$ cat config.mk
export PLATFORM = sky130hd
export DESIGN_NAME = lcs_scanout
export DESIGN_NICKNAME = d
export VERILOG_FILES = /design/src/shared/lcs_pkg.sv /design/src/hw/lcs_scan_axis.sv /design/src/hw/lcs_scanout.sv
export SDC_FILE = /design/constraint.sdc
export NUM_CORES = 1
export LEC_CHECK = 0
export CORE_ASPECT_RATIO = 0.8
export CORE_MARGIN = 4
export CORE_UTILIZATION = 33
export CTS_BUF_LIST = sky130_fd_sc_hd__clkbuf_2 sky130_fd_sc_hd__clkbuf_4 sky130_fd_sc_hd__clkbuf_8
export CTS_CLUSTER_SIZE = 30
export DETAILED_ROUTE_END_ITERATION = 8
export DONT_BUFFER_PORTS = 1
export GPL_TIMING_DRIVEN = 0
export HOLD_SLACK_MARGIN = 0.15
export PLACE_DENSITY = 0.48
export SYNTH_ARGS = -nofsm -noshare
export SYNTH_HDL_FRONTEND = slang
export SYNTH_HIERARCHICAL = 1
export SYNTH_SLANG_ARGS = --single-unit
$ cat constraint.sdc
create_clock -name clock -period 5.9 [get_ports clock]
set_input_delay 0 -clock clock [delete_from_list [all_inputs] [get_ports clock]]
set_output_delay 0 -clock clock [all_outputs]
set_load 0.005 [all_outputs]
$ cat src/shared/lcs_pkg.sv
// Shared types and constants of the LCD scan-out block.
// Assumes one 125 MHz system clock and a synchronous active-high reset.
package lcs_pkg;

   // ************************************
   // Timing
   // ************************************
   localparam int CLK_PERIOD_PS = 8000;
   // Shortest dot clock period, 1 / 33.3 MHz.
   localparam int PIX_MIN_PERIOD_PS = 30030;
   localparam int PIX_MIN_CYC =
      (PIX_MIN_PERIOD_PS + CLK_PERIOD_PS - 1) / CLK_PERIOD_PS;
   localparam int GAP_W = 3;

   // ************************************
   // Sizes and limits
   // ************************************
   localparam int DIV_W = 6;
   localparam logic [DIV_W-1:0] DIV_MIN = 6'h01;
   localparam logic [DIV_W-1:0] DIV_MAX = 6'h3c;
   localparam int POS_W = 11;
   localparam int AXW = 13;
   localparam logic [POS_W-1:0] H_MAX_NARROW = 11'h400;
   localparam logic [POS_W-1:0] H_MAX_WIDE = 11'h200;
   localparam logic [POS_W-1:0] V_MAX = 11'h400;
   localparam int ADDR_W = 32;
   localparam int STRIDE_W = 16;
   localparam int FETCH_W = 64;
   localparam int DATA_W = 24;
   localparam logic [DATA_W-1:0] DATA_IDLE = 24'h000000;
   localparam logic [GAP_W-1:0] GAP_RESET = 3'h7;

   // ************************************
   // Types
   // ************************************
   typedef enum logic [1:0] {
      SRC_BUS  = 2'b00,
      SRC_PERI = 2'b01,
      SRC_EXT  = 2'b10
   } lcs_src_t;

   typedef enum logic [2:0] {
      OUT_RGB8      = 3'b000,
      OUT_RGB9      = 3'b001,
      OUT_RGB12_TWO = 3'b010,
      OUT_RGB12_ONE = 3'b011,
      OUT_RGB16     = 3'b100,
      OUT_RGB18     = 3'b101,
      OUT_RGB24     = 3'b110
   } lcs_out_t;

   typedef enum logic [2:0] {
      IN_RGB565   = 3'b000,
      IN_RGB444   = 3'b001,
      IN_RGB888P3 = 3'b010,
      IN_RGB888P4 = 3'b011,
      IN_BGR888P4 = 3'b100,
      IN_YCC444   = 3'b101,
      IN_YCC422   = 3'b110,
      IN_YCC420   = 3'b111
   } lcs_in_t;

   typedef struct packed {
      logic [POS_W-1:0] front;
      logic [POS_W-1:0] sync;
      logic [POS_W-1:0] back;
      logic [POS_W-1:0] active;
   } lcs_timing_t;

   typedef struct packed {
      logic byte_swap;
      logic word_swap;
      logic long_swap;
   } lcs_swap_t;

endpackage : lcs_pkg

$ cat src/hw/lcs_scan_axis.sv
// One scan axis: position counter with front porch, sync, back porch, active.
// Assumes the advance strobe comes from logic on the same clock.
`timescale 1ns/10ps
module lcs_scan_axis (
   // Clock and reset
   input  wire logic                clock,
   input  wire logic                reset,
   // Control
   input  wire logic                restart,
   input  wire logic                advance,
   input  wire lcs_pkg::lcs_timing_t timing,
   // Status
   output logic                     in_sync,
   output logic                     in_active,
   output logic                     wrap
);
   import lcs_pkg::*;

   logic [AXW-1:0] pos;
   logic [AXW-1:0] end_front;
   logic [AXW-1:0] end_sync;
   logic [AXW-1:0] end_back;
   logic [AXW-1:0] end_total;

   assign end_front = AXW'(timing.front);
   assign end_sync  = end_front + AXW'(timing.sync);
   assign end_back  = end_sync + AXW'(timing.back);
   assign end_total = end_back + AXW'(timing.active);

   assign in_sync   = (pos >= end_front) && (pos < end_sync);
   assign in_active = (pos >= end_back) && (pos < end_total);
   assign wrap      = advance && (pos + 13'h0001 >= end_total);

   always_ff @(posedge clock) begin
      if (reset || restart) begin
         pos <= '0;
      end else if (advance) begin
         pos <= wrap ? '0 : pos + 13'h0001;
      end
   end

endmodule : lcs_scan_axis

$ cat src/hw/lcs_scanout.sv
// LCD frame scan-out: frame buffer fetch, dot clock divider, sync timing.
// Assumes a memory port that answers one read with fetch_ack, on this clock,
// returning eight bytes starting at fetch_addr, first byte in the top lane.
`timescale 1ns/10ps

// How it works
// - Pixels are fetched left to right from the base address.
// - After a full line the fetch moves to the next line start.
// - After the last line the fetch stops and restarts at the base.
// - Output data changes once per dot clock, on its falling edge.
// - Each line has front porch, one horizontal sync, back porch, no data.
// - Each frame has front porch, one vertical sync, back porch, no data.
// - No data between last pixel of a line and first of the next.
// - No data from last displayed line until the next frame starts.
// - Vertical sync is issued once per frame scan.
// - Two-byte pixel formats allow lines up to 1024 pixels.
// - Three and four byte formats allow lines up to 512 pixels.
// - Frames are limited to 1024 lines.
// - Packed RGB and BGR inputs are accepted; YCbCr formats read one byte per pixel, shown as grey.
// - Pixels take three, two or one dot clocks by output mode.
// - Sync polarity is chosen by configuration inputs.
// - Porch and sync widths are programmable per axis.
// - Dot clock comes from bus, peripheral or external clock.
// - Dot clock rising edges are spaced no closer than 33.3 MHz.
// - Divider ratio is one over any integer from 1 to 60.
// - Only integer division is possible; numerator is always one.
// - Byte, word and longword swaps apply to fetched data.
module lcs_scanout (
   // Clock and reset
   input  wire logic                          clock,
   input  wire logic                          reset,
   // Configuration
   input  wire logic                          display_enable,
   input  wire lcs_pkg::lcs_src_t             clock_source,
   input  wire logic [lcs_pkg::DIV_W-1:0]     divide_ratio,
   input  wire lcs_pkg::lcs_in_t              input_format,
   input  wire lcs_pkg::lcs_out_t             output_mode,
   input  wire lcs_pkg::lcs_swap_t            swap,
   input  wire logic                          hsync_active_high,
   input  wire logic                          vsync_active_high,
   input  wire lcs_pkg::lcs_timing_t          h_timing,
   input  wire lcs_pkg::lcs_timing_t          v_timing,
   input  wire logic [lcs_pkg::ADDR_W-1:0]    base_address,
   input  wire logic [lcs_pkg::STRIDE_W-1:0]  line_stride,
   // Source clocks
   input  wire logic                          bus_clock_in,
   input  wire logic                          peripheral_clock_in,
   input  wire logic                          external_pixel_clock_in,
   // Memory read port
   output logic                               fetch_req,
   output logic [lcs_pkg::ADDR_W-1:0]         fetch_addr,
   input  wire logic                          fetch_ack,
   input  wire logic [lcs_pkg::FETCH_W-1:0]   fetch_data,
   // Panel
   output logic                               pixel_clock_out,
   output logic                               hsync,
   output logic                               vsync,
   output logic                               data_enable,
   output logic [lcs_pkg::DATA_W-1:0]         pixel_data,
   // Status
   input  wire logic                          underrun_clear,
   output logic                               underrun
);
   import lcs_pkg::*;

   // ************************************
   // Source clock sampling
   // ************************************
   logic [2:0]       src_s1;
   logic [2:0]       src_s2;
   logic             src_s3;
   logic             src_sel;
   logic             src_edge;

   always_ff @(posedge clock) begin
      if (reset) begin
         src_s1 <= 3'h0;
         src_s2 <= 3'h0;
         src_s3 <= 1'b0;
      end else begin
         src_s1 <= {external_pixel_clock_in, peripheral_clock_in, bus_clock_in};
         src_s2 <= src_s1;
         src_s3 <= src_sel;
      end
   end

   always_comb begin
      case (clock_source)
         SRC_BUS:  src_sel = src_s2[0];
         SRC_PERI: src_sel = src_s2[1];
         SRC_EXT:  src_sel = src_s2[2];
         default:  src_sel = src_s2[0];
      endcase
   end

   // Both edges count, so a ratio of one still gives a full clock.
   assign src_edge = src_sel != src_s3;

   // ************************************
   // Dot clock divider
   // ************************************
   logic [DIV_W-1:0] div_eff;
   logic [DIV_W-1:0] half_cnt;
   logic             hold_term;
   logic [GAP_W-1:0] gap;
   logic             gap_ok;
   logic             at_term;
   logic             fire;
   logic             step;

   always_comb begin
      if (divide_ratio < DIV_MIN) begin
         div_eff = DIV_MIN;
      end else if (divide_ratio > DIV_MAX) begin
         div_eff = DIV_MAX;
      end else begin
         div_eff = divide_ratio;
      end
   end

   assign at_term = half_cnt == div_eff - 6'h01;
   assign gap_ok  = gap >= GAP_W'(PIX_MIN_CYC - 1);
   // A rise waits until enough cycles passed since the last one.
   assign fire    = ((src_edge && at_term) || hold_term)
                    && (pixel_clock_out || gap_ok);
   assign step    = fire && pixel_clock_out;

   always_ff @(posedge clock) begin
      if (reset || !display_enable) begin
         half_cnt  <= '0;
         hold_term <= 1'b0;
      end else if (fire) begin
         half_cnt  <= '0;
         hold_term <= 1'b0;
      end else if (src_edge) begin
         if (at_term) begin
            hold_term <= 1'b1;
         end else begin
            half_cnt <= half_cnt + 6'h01;
         end
      end
   end

   always_ff @(posedge clock) begin
      if (reset || !display_enable) begin
         pixel_clock_out <= 1'b0;
      end else if (fire) begin
         pixel_clock_out <= !pixel_clock_out;
      end
   end

   always_ff @(posedge clock) begin
      if (reset) begin
         gap <= GAP_RESET;
      end else if (fire && !pixel_clock_out) begin
         gap <= '0;
      end else if (gap != GAP_RESET) begin
         gap <= gap + 3'h1;
      end
   end

   a_pclk_rise_gap: assert property (@(posedge clock) disable iff (reset)
      $rose(pixel_clock_out) |-> $past(gap) >= GAP_W'(PIX_MIN_CYC - 1))
      else $error("dot clock rising edges too close");

   a_div_range: assert property (@(posedge clock) disable iff (reset)
      divide_ratio >= DIV_MIN && divide_ratio <= DIV_MAX |-> div_eff == divide_ratio)
      else $error("divider ratio in range not used as given");

   // ************************************
   // Pixel slot and scan timing
   // ************************************
   logic [1:0] cyc_per_pix;
   logic [1:0] phase;
   logic       slot_end;
   logic       h_sync;
   logic       h_act;
   logic       h_wrap;
   logic       v_sync;
   logic       v_act;
   logic       v_wrap;
   logic       shown;

   always_comb begin
      case (output_mode)
         OUT_RGB8:      cyc_per_pix = 2'h3;
         OUT_RGB9:      cyc_per_pix = 2'h2;
         OUT_RGB12_TWO: cyc_per_pix = 2'h2;
         default:       cyc_per_pix = 2'h1;
      endcase
   end

   assign slot_end = phase >= cyc_per_pix - 2'h1;

   always_ff @(posedge clock) begin
      if (reset || !display_enable) begin
         phase <= 2'h0;
      end else if (step) begin
         phase <= slot_end ? 2'h0 : phase + 2'h1;
      end
   end

   a_phase_bound: assert property (@(posedge clock) disable iff (reset)
      phase < cyc_per_pix)
      else $error("pixel phase beyond cycles per pixel");

   lcs_scan_axis u_h_axis (
      .clock     (clock),
      .reset     (reset),
      .restart   (!display_enable),
      .advance   (step && slot_end),
      .timing    (h_timing),
      .in_sync   (h_sync),
      .in_active (h_act),
      .wrap      (h_wrap)
   );

   lcs_scan_axis u_v_axis (
      .clock     (clock),
      .reset     (reset),
      .restart   (!display_enable),
      .advance   (h_wrap),
      .timing    (v_timing),
      .in_sync   (v_sync),
      .in_active (v_act),
      .wrap      (v_wrap)
   );

   assign shown = h_act && v_act;

   // ************************************
   // Frame buffer fetch
   // ************************************
   logic [2:0]          bpp;
   logic [POS_W-1:0]    h_limit;
   logic [POS_W-1:0]    h_size;
   logic [POS_W-1:0]    v_size;
   logic [POS_W-1:0]    x_cnt;
   logic [POS_W-1:0]    y_cnt;
   logic [ADDR_W-1:0]   line_base;
   logic                restart_pend;
   logic                frame_done;
   logic                hold_valid;
   logic [DATA_W-1:0]   hold_pix;
   logic                consume;
   logic                line_last;
   logic [FETCH_W-1:0]  swapped;
   logic [31:0]         top;
   logic [DATA_W-1:0]   next_pix;

   always_comb begin
      case (input_format)
         IN_RGB565:   bpp = 3'h2;
         IN_RGB444:   bpp = 3'h2;
         IN_RGB888P3: bpp = 3'h3;
         IN_RGB888P4: bpp = 3'h4;
         IN_BGR888P4: bpp = 3'h4;
         default:     bpp = 3'h1;
      endcase
   end

   assign h_limit = (bpp > 3'h2) ? H_MAX_WIDE : H_MAX_NARROW;
   assign h_size  = (h_timing.active > h_limit) ? h_limit : h_timing.active;
   assign v_size  = (v_timing.active > V_MAX) ? V_MAX : v_timing.active;
   assign line_last = x_cnt + 11'h001 >= h_size;

   always_comb begin
      swapped = fetch_data;
      if (swap.long_swap) begin
         swapped = {swapped[31:0], swapped[63:32]};
      end
      if (swap.word_swap) begin
         swapped = {swapped[47:32], swapped[63:48], swapped[15:0], swapped[31:16]};
      end
      if (swap.byte_swap) begin
         swapped = {swapped[55:48], swapped[63:56], swapped[39:32], swapped[47:40],
                    swapped[23:16], swapped[31:24], swapped[7:0], swapped[15:8]};
      end
   end

   assign top = swapped[63:32];

   always_comb begin
      case (input_format)
         IN_RGB565:   next_pix = {top[31:27], 3'h0, top[26:21], 2'h0, top[20:16], 3'h0};
         IN_RGB444:   next_pix = {top[27:24], 4'h0, top[23:20], 4'h0, top[19:16], 4'h0};
         IN_RGB888P3: next_pix = top[31:8];
         IN_RGB888P4: next_pix = top[23:0];
         IN_BGR888P4: next_pix = {top[7:0], top[15:8], top[23:16]};
         default:     next_pix = {top[31:24], top[31:24], top[31:24]};
      endcase
   end

   assign consume = step && phase == 2'h0 && shown && hold_valid;

   always_ff @(posedge clock) begin
      if (reset || !display_enable) begin
         restart_pend <= 1'b1;
      end else if (v_wrap) begin
         restart_pend <= 1'b1;
      end else if (!fetch_req) begin
         restart_pend <= 1'b0;
      end
   end

   always_ff @(posedge clock) begin
      if (reset) begin
         fetch_req  <= 1'b0;
         fetch_addr <= '0;
         line_base  <= '0;
         x_cnt      <= '0;
         y_cnt      <= '0;
         frame_done <= 1'b1;
      end else if (restart_pend && !fetch_req) begin
         fetch_addr <= base_address;
         line_base  <= base_address;
         x_cnt      <= '0;
         y_cnt      <= '0;
         frame_done <= !display_enable || h_size == '0 || v_size == '0;
      end else if (fetch_req && fetch_ack) begin
         fetch_req <= 1'b0;
         if (line_last) begin
            x_cnt      <= '0;
            fetch_addr <= line_base + ADDR_W'(line_stride);
            line_base  <= line_base + ADDR_W'(line_stride);
            y_cnt      <= y_cnt + 11'h001;
            frame_done <= y_cnt + 11'h001 >= v_size;
         end else begin
            x_cnt      <= x_cnt + 11'h001;
            fetch_addr <= fetch_addr + ADDR_W'(bpp);
         end
      end else if (!fetch_req && !hold_valid && !frame_done && !restart_pend) begin
         fetch_req <= 1'b1;
      end
   end

   a_fetch_step: assert property (@(posedge clock) disable iff (reset)
      fetch_req && fetch_ack && !line_last && !restart_pend
      |=> fetch_addr == $past(fetch_addr) + ADDR_W'($past(bpp)))
      else $error("fetch address did not step by one pixel");

   a_line_wrap: assert property (@(posedge clock) disable iff (reset)
      fetch_req && fetch_ack && line_last && !restart_pend
      |=> x_cnt == '0 && fetch_addr == $past(line_base) + ADDR_W'($past(line_stride)))
      else $error("fetch did not move to next line start");

   a_frame_restart: assert property (@(posedge clock) disable iff (reset)
      restart_pend && !fetch_req && display_enable
      |=> fetch_addr == $past(base_address) && y_cnt == '0)
      else $error("frame fetch did not restart at base");

   always_ff @(posedge clock) begin
      if (reset || !display_enable) begin
         hold_valid <= 1'b0;
         hold_pix   <= DATA_IDLE;
      end else if (fetch_req && fetch_ack) begin
         hold_valid <= 1'b1;
         hold_pix   <= next_pix;
      end else if (consume) begin
         hold_valid <= 1'b0;
      end
   end

   // ************************************
   // Panel output
   // ************************************
   logic [DATA_W-1:0] cur_pix;
   logic [DATA_W-1:0] slot_pix;
   logic [DATA_W-1:0] next_data;

   assign slot_pix = (phase == 2'h0) ? hold_pix : cur_pix;

   always_comb begin
      case (output_mode)
         OUT_RGB8: begin
            case (phase)
               2'h0:    next_data = {16'h0000, slot_pix[23:16]};
               2'h1:    next_data = {16'h0000, slot_pix[15:8]};
               default: next_data = {16'h0000, slot_pix[7:0]};
            endcase
         end
         OUT_RGB9: next_data = (phase == 2'h0)
            ? {15'h0000, slot_pix[23:18], slot_pix[15:13]}
            : {15'h0000, slot_pix[12:10], slot_pix[7:2]};
         OUT_RGB12_TWO: next_data = (phase == 2'h0)
            ? {12'h000, slot_pix[23:12]}
            : {12'h000, slot_pix[11:0]};
         OUT_RGB12_ONE: next_data = {12'h000, slot_pix[23:20], slot_pix[15:12], slot_pix[7:4]};
         OUT_RGB16: next_data = {8'h00, slot_pix[23:19], slot_pix[15:10], slot_pix[7:3]};
         OUT_RGB18: next_data = {6'h00, slot_pix[23:18], slot_pix[15:10], slot_pix[7:2]};
         default:   next_data = slot_pix;
      endcase
   end

   always_ff @(posedge clock) begin
      if (reset || !display_enable) begin
         cur_pix <= DATA_IDLE;
      end else if (consume) begin
         cur_pix <= hold_pix;
      end
   end

   // A missing pixel sends idle data with data_enable high on its first dot clock, later ones of its slot repeat the last pixel, line timing intact.
   always_ff @(posedge clock) begin
      if (reset || !display_enable) begin
         data_enable <= 1'b0;
         pixel_data  <= DATA_IDLE;
      end else if (step) begin
         data_enable <= shown;
         if (shown && (phase != 2'h0 || hold_valid)) begin
            pixel_data <= next_data;
         end else begin
            pixel_data <= DATA_IDLE;
         end
      end
   end

   always_ff @(posedge clock) begin
      if (reset || !display_enable) begin
         hsync <= !hsync_active_high;
         vsync <= !vsync_active_high;
      end else if (step) begin
         hsync <= h_sync ? hsync_active_high : !hsync_active_high;
         vsync <= v_sync ? vsync_active_high : !vsync_active_high;
      end
   end

   a_blank_data_idle: assert property (@(posedge clock) disable iff (reset)
      !data_enable |-> pixel_data == DATA_IDLE)
      else $error("pixel data not idle during blanking");

   a_hsync_no_data: assert property (@(posedge clock) disable iff (reset)
      hsync == hsync_active_high && $stable(hsync_active_high) |-> !data_enable)
      else $error("data shown during horizontal sync");

   a_vsync_no_data: assert property (@(posedge clock) disable iff (reset)
      vsync == vsync_active_high && $stable(vsync_active_high) |-> !data_enable)
      else $error("data shown during vertical sync");

   a_data_on_fall: assert property (@(posedge clock) disable iff (reset)
      $changed(pixel_data) && display_enable |-> $fell(pixel_clock_out))
      else $error("pixel data changed away from dot clock fall");

   // ************************************
   // Status
   // ************************************
   always_ff @(posedge clock) begin
      if (reset) begin
         underrun <= 1'b0;
      end else if (step && phase == 2'h0 && shown && !hold_valid) begin
         underrun <= 1'b1;
      end else if (underrun_clear) begin
         underrun <= 1'b0;
      end
   end

endmodule : lcs_scanout

Yosys cells after proc, flatten, opt, wreduce, memory -nomap -nowiden
Index checks and enable logic that the tools add are counted.
{"block": "word_totals", "reg_bits": 212, "out_inout_bits": 62, "wordCells": 183, "inputBits": 227}
{"block": "classes", "eq_ne": 15, "addsub": 17, "bitwise": 2, "muxes": 45, "n_lt_le_gt_ge": 19, "n_reduce_logical": 60}
{"op": "$mux W32", "count": 6}
{"op": "$mux W64", "count": 3}
{"op": "$pmux W24 S6", "count": 1}
{"op": "$pmux W24 S5", "count": 1}
{"op": "$add A13 B11 Y13", "count": 4}
{"op": "$ge A13 B13 Y1", "count": 4}
{"op": "$lt A13 B13 Y1", "count": 4}
{"op": "$mux W24", "count": 2}
{"op": "$mux W11", "count": 4}
{"op": "$add A32 B16 Y32", "count": 1}
{"op": "$add A32 B3 Y32", "count": 1}
{"op": "$add A13 B1 Y13 const B", "count": 2}
{"op": "$ge A13 B11 Y1", "count": 2}
{"op": "$mux W13", "count": 2}
{"op": "$add A11 B11 Y12", "count": 2}
{"op": "$add A11 B1 Y11 const B", "count": 2}
{"op": "$ge A11 B11 Y1", "count": 2}
{"op": "$logic_and A1 B1 Y1", "count": 22}
{"op": "$logic_not A11 Y1", "count": 2}
{"op": "$pmux W8 S2", "count": 1}
{"op": "$reduce_bool A2 Y1", "count": 8}
{"op": "$mux W1", "count": 15}
{"op": "$eq A3 B2 Y1 const B", "count": 4}
{"op": "$mux W12", "count": 1}
{"op": "other kinds (33)", "count": 62}

Logic depth before layout (Yosys ltp)
{"block": "logic_depth", "depth_word": 14, "mapped_depth": 33, "ltp_nobuf": 32}

Hierarchy
Netlist, hierarchy kept.
{"module": "lcs_scanout", "seq_area_each_um2": 3743.6, "cells_each": 1768, "area_each_um2": 13918.3, "instances": 1}
{"module": "lcs_scan_axis at u_h_axis", "seq_area_each_um2": 260.2, "cells_each": 447, "area_each_um2": 3682.3, "instances": 1}
{"module": "lcs_scan_axis at u_v_axis", "seq_area_each_um2": 260.2, "cells_each": 444, "area_each_um2": 3637.2, "instances": 1}

Least setup slack after synthesis
Ideal clock, no wire load.
{"block": "synth_path", "path_kind": "input-to-reg", "start": "in v_timing[22] (netlist bit)", "end": "reg pixel_data[20] (netlist bit)", "setup_ps": 59, "required_time_ps": 5841, "t_arrival_ps": 6346, "n_path_buf": 0, "slack_ps": -505, "path_stages": 31, "cell_sequence": "ha_1 > fa_1 > a21o_1 > a21oi_1 > o21bai_1 > a21oi_1 > xnor2_1 > ha_1 > or4_1 > o21ai_0 > xnor2_1 > ha_1 > and2_1 > nand3_1 > a21oi_1 > a211oi_1 > xor2_1 > ha_1 > o2111ai_1 > inv_1 > nand2_1 > o221ai_1 > maj3_2 > maj3_2 > maj3_2 > nor2_2 > and2_0 > a21boi_1 > nand4_1 > nor3b_1 > a31o_1"}
{"block": "synth_between", "elab_chain_len": 8, "elab_cells_between_ends": 9, "classes_between": "add/sub: 3; order compare: 2; mux: 1; reduce/logical: 3"}
{"item": "start: declaration", "line_no": "lcs_scanout.sv:42", "rtl": "input wire lcs_pkg::lcs_timing_t v_timing,"}
{"item": "$add A11 B11 Y12 *", "line_no": "lcs_scan_axis.sv:26", "rtl": "assign end_sync = end_front + AXW'(timing.sync);"}
{"item": "$add A13 B11 Y13 *", "line_no": "lcs_scan_axis.sv:27", "rtl": "assign end_back = end_sync + AXW'(timing.back);"}
{"item": "$add A13 B11 Y13", "line_no": "lcs_scan_axis.sv:28", "rtl": "assign end_total = end_back + AXW'(timing.active);"}
{"item": "$lt A13 B13 Y1", "line_no": "lcs_scan_axis.sv:31", "rtl": "assign in_active = (pos >= end_back) && (pos < end_total);"}
{"item": "$logic_and A1 B1 Y1 *", "line_no": "lcs_scan_axis.sv:31"}
{"item": "via v_act", "line_no": "lcs_scanout.sv:180", "rtl": "logic v_act;"}
{"item": "$logic_and A1 B1 Y1 *", "line_no": "lcs_scanout.sv:229", "rtl": "assign shown = h_act && v_act;"}
{"item": "$logic_and A1 B1 Y1 *", "line_no": "lcs_scanout.sv:410", "rtl": "if (shown && (phase != 2'h0 || hold_valid)) begin"}
{"item": "$mux W24 *", "line_no": "lcs_scanout.sv:410"}
{"item": "end signal: assignment", "line_no": "lcs_scanout.sv:411", "rtl": "pixel_data <= next_data;"}
{"item": "end: declaration", "line_no": "lcs_scanout.sv:59", "rtl": "output logic [lcs_pkg::DATA_W-1:0] pixel_data,"}
Mark *: on every way through the listed nets, which the timed path passes. The rest lies on a longest branch.
A chain may end at the register's enable or synchronous reset.

Worst setup path after layout
{"block": "layout_path", "start": "in h_timing[22] (netlist bit)", "end": "reg u_v_axis.pos[2]"}
{"block": "layout_between", "elab_chain_len": 7}
{"item": "start: declaration", "line_no": "lcs_scanout.sv:41", "rtl": "input wire lcs_pkg::lcs_timing_t h_timing,"}
{"item": "$add A11 B11 Y12 *", "line_no": "lcs_scan_axis.sv:26"}
{"item": "$add A13 B11 Y13 *", "line_no": "lcs_scan_axis.sv:27"}
{"item": "$add A13 B11 Y13 *", "line_no": "lcs_scan_axis.sv:28"}
{"item": "$ge A13 B13 Y1 *", "line_no": "lcs_scan_axis.sv:32", "rtl": "assign wrap = advance && (pos + 13'h0001 >= end_total);"}
{"item": "$logic_and A1 B1 Y1 *", "line_no": "lcs_scan_axis.sv:32"}
{"item": "via h_wrap", "line_no": "lcs_scanout.sv:178", "rtl": "logic h_wrap;"}
{"item": "$logic_and A1 B1 Y1", "line_no": "lcs_scan_axis.sv:32"}
{"item": "$mux W13", "line_no": "lcs_scan_axis.sv:38", "rtl": "pos <= wrap ? '0 : pos + 13'h0001;"}
{"item": "end signal: assignment", "line_no": "lcs_scan_axis.sv:38"}
{"item": "end: declaration", "line_no": "lcs_scan_axis.sv:19", "rtl": "logic [AXW-1:0] pos;"}
Marked as above.

==> summary.md <==
| Metric | Value |
|---|---|
| Clk sink count | `between 200 and 250` |
| Nets | `3,396` |
| Layout cell share with drive strength beyond 1 | `12.1%` |
| Peak clock frequency supported by timing | `175 MHz` |
| Worst setup path start | `h_timing[22]` |
| Pre-CTS worst setup slack | `-1.30 ns` |
| Leakage | `10.7 nW` |
| Headroom to the max-slew limit | `10.8%` |
| Synth Net Count | `~3,100` |
| Nature of the critical path endpoint | `flip-flop` |
| Type of the worst setup path | `in -> reg` |
| Worst R2R Start | `x_cnt[0]` |
| Final wirelength | `89,000 um` |
| Number of vias in the routed layout | `21,868` |
| Top post-synthesis cells by area | `dfxtp_1 (20%), ha_1 (14%), xor2_1 (5.3%)` |
| Transition time of the tightest slew-check pin | `1.33 ns` |
| Library cell with the largest summed area after synthesis | `dfxtp_1` |
| Part of the Yosys area used for sequential elements | `20.1%` |
| Number of clock buffers inserted by TritonCTS | `42` |
| Grt total ovfl | `0` |
| Share of the synthesized area in the top cell type | `19.8%` |
| Mean Syn Cell Area | `7.99 um^2` |
| GP Congestion | `about 0.94` |
| Final count of negative-setup-slack endpoints | `0` |
| Final Hold Violating Endpoints | `0` |
| Clock input transition at the sequential cells of the worst setup and hold paths | `around 0.06 ns` |
| CP Launch Type | `primary input` |
| Cell area after placement | `roughly 0.022 mm^2` |
| TritonCTS clock tree | `done` |
| Total standard cell area after synthesis | `between 0.02 and 0.025 mm^2` |
| Peak supply drop | `between 0.0001 and 0.00015 V` |
| Power density of the placed cells | `246 mW/mm^2` |
| Via count of the first global-routing pass | `21,400` |
| Area growth from synthesis to layout | `21.7%` |
| Detailed placer's ending HPWL | `around 70,000 um` |
| Cell count after synthesis | `2,659` |
| Most repeated cell in the gate-level netlist after synthesis | `ha_1` |
| Crit path time final | `approximately 5.7 ns` |
| Horizontal extent of the die | `292 um` |
| Number of vias per cell | `5.77` |
| Row cnt | `82` |
| Root buf cell | `clkbuf_8` |
| Per-cell routed wire length | `23.5 um` |
| Post-synthesis cell type count | `100` |
| Total number of H-tree levels | `2` |
| Area of the placeable core | `0.0632 mm^2` |
| Smallest setup slack after layout | `0.185 ns` |
| Number of remaining DRC errors | `0` |
| Height of the die | `235 um` |
| Critical path fanouts, max | `10` |
| RSZ-0062 raised after global routing | `yes` |
| Result of the run | `complete, no violations` |
| Hold Path Origin | `fetch_data[51]` |
| Maximum buffer depth of the clock tree | `3` |
| Worst path required time | `6.44 ns` |
| Number of maximum-capacitance constraint violations | `0` |
| Final setup skew | `0.0489 ns` |
| Pin count of the biggest net entering global routing | `13` |
| Cell area after layout | `0.0258 mm^2` |
| Global-route wire length before repair | `between 100,000 and 150,000 um` |
| Skew-Pair Late Insertion Delay | `0.65 ns` |
| DR pass1 iterations | `6` |
| Most common library cells after synthesis | `ha_1 (241), nand2_1 (233), a21oi_1 (219)` |
| Post-layout total power | `6.34 mW` |
| Initial antenna violation count | `5` |
| Global router's overall resource usage | `24.5%` |
| Ys async rst share | `0%` |
| Synthesized flop and latch total | `212` |
| Number of violations reported at the end of detailed-routing iteration 0 | `~1,700` |
| Top-Level Pins | `289` |
| Die ar. | `~0.069 mm^2` |
| Total number of yosys warnings | `6` |
| Number of buffers inserted by port buffering | `0` |
| Main synth FF type | `dfxtp_1` |
| Antenna-violating nets left | `0` |
| Worst endpoint data arrival time | `6.26 ns` |
| Number of synthesized flops with an enable pin | `2` |
| Part of the cycle the worst path needs | `96.9%` |
| Worst Hold Class | `in -> reg` |
| Max-slew violation total from the final report | `0` |
| Sum of negative setup slack | `0 ns` |
| Effective utilization at floorplan | `33.6%` |
worst paths after layout:
| path | cells past startpoint | slack (ns) | to |
|---|---|---|---|
| hold / removal | 5 | 0.20 | hold_pix[3] |
| setup reg to reg | 16 | 0.58 | line_base[2] |
| setup / recovery | 26 | 0.19 | u_v_axis/pos[2] |
| hold reg to reg | 1 | 0.44 | src_s2[0] |
cell families after synthesis:
family                   Yosys count  share of synthesized area, %
flip-flops                       212                          20.1
AND/OR/NAND/NOR                  778                          18.1
buffers and inverters            257                          4.81
adder cells (fa/ha/maj)          262                          15.6
AO/OA/AOI/OAI                    848                          26.2
XOR/XNOR                         195                          8.13
multiplexers                     107                          7.09
where the power goes:
part / total (mW) / internal (mW) / switching [mW]
registers: 1.55 / 1.49 / 0.0677
clock network: 1.69 / 0.934 / 0.756
logic: 3.10 / 1.41 / 1.69
total: 6.34 / 3.83 / 2.52
per-layer routing:
layer	track usage [%]	share of wire, %
met1	34.8	46
met2	36.0	41
met3	7.92	10
met4	5.65	2.0
met5	0	0.038
critical path: stages:
cell      delay (ns)
ha_2            0.19
fa_2            0.56
inv_1           0.08
fa_1            0.43
nor2b_1         0.17
o21ai_0         0.10
nand2b_1        0.14
xor2_2          0.24
ha_1            0.32
and4b_1         0.25
o31ai_4         0.32
nand2b_1        0.10
a21oi_1         0.19
xor2_1          0.12
ha_1            0.22
or4_1           0.53
a21oi_2         0.18
o31ai_1         0.11
maj3_2          0.32
maj3_2          0.32
maj3_4          0.42
and2_4          0.23
clkbuf_4        0.21
a31oi_2         0.22
o21ai_4         0.15
nor2_1          0.13
final cells by class:
class / instances / area, um^2
multi-input combinational: 2190 / 16500
timing repair buffer: 218 / 2050
antenna: 1 / 2.50
inverter: 125 / 469
sequential: 212 / 4260
fill: 6520 / 37400
tap: 840 / 1050
clock inverter: 9 / 88.8
clock buffer: 66 / 821
buffer: 131 / 574
metrics by stage:
| step | hold WS (ns) | utilization [%] | std cells |
|---|---|---|---|
| after CTS | 0.150 | 40.1 | 3771 |
| final | 0.198 | 40.9 | 3792 |
| after floorplan | 0.128 | - | 2659 |
| after global routing | 0.180 | 40.9 | 3792 |
| after detailed placement | 0.144 | 35.4 | 3499 |
| after global placement | 0.140 | 35.4 | 3499 |
flip-flops by register name, summed over array words and instances, names as in the netlist, 2 cells and up:
signal	flops
u_v_axis/pos	13
x_cnt	11
u_h_axis/pos	13
cur_pix	24
phase	2
pixel_data	24
fetch_addr	32
src_s1	3
hold_pix	24
half_cnt	6
src_s2	3
line_base	32
y_cnt	11
gap	3
layout by cell type, fill, tap and decap left out, types with 34 or more instances in the layout:
master / count
nand2_1: 233
ha_1: 231
dfxtp_1: 210
a21oi_1: 201
o21ai_0: 169
dlygate4sd3_1: 164
nor2_1: 156
xor2_1: 122
inv_1: 121
nand3_1: 99
clkbuf_1: 94
xnor2_1: 55
clkbuf_8: 53
buf_4: 52
a21o_1: 50
mux2i_1: 48
and3_1: 46
nor2b_1: 39
o21ai_1: 39
nor3_1: 37
o211ai_1: 35
a31oi_1: 34
what timing repair did:
| action | in CTS | in global routing |
|---|---|---|
| resized for setup | 43 | 63 |
| setup buffers | 34 | 22 |
| endpoints found under the setup margin | 60 | 72 |
| hold buffers | 164 | 0 |
| endpoints found under the hold margin | 154 | 0 |
| pin swaps | 41 | 63 |
(Power assumes the default switching activity.)
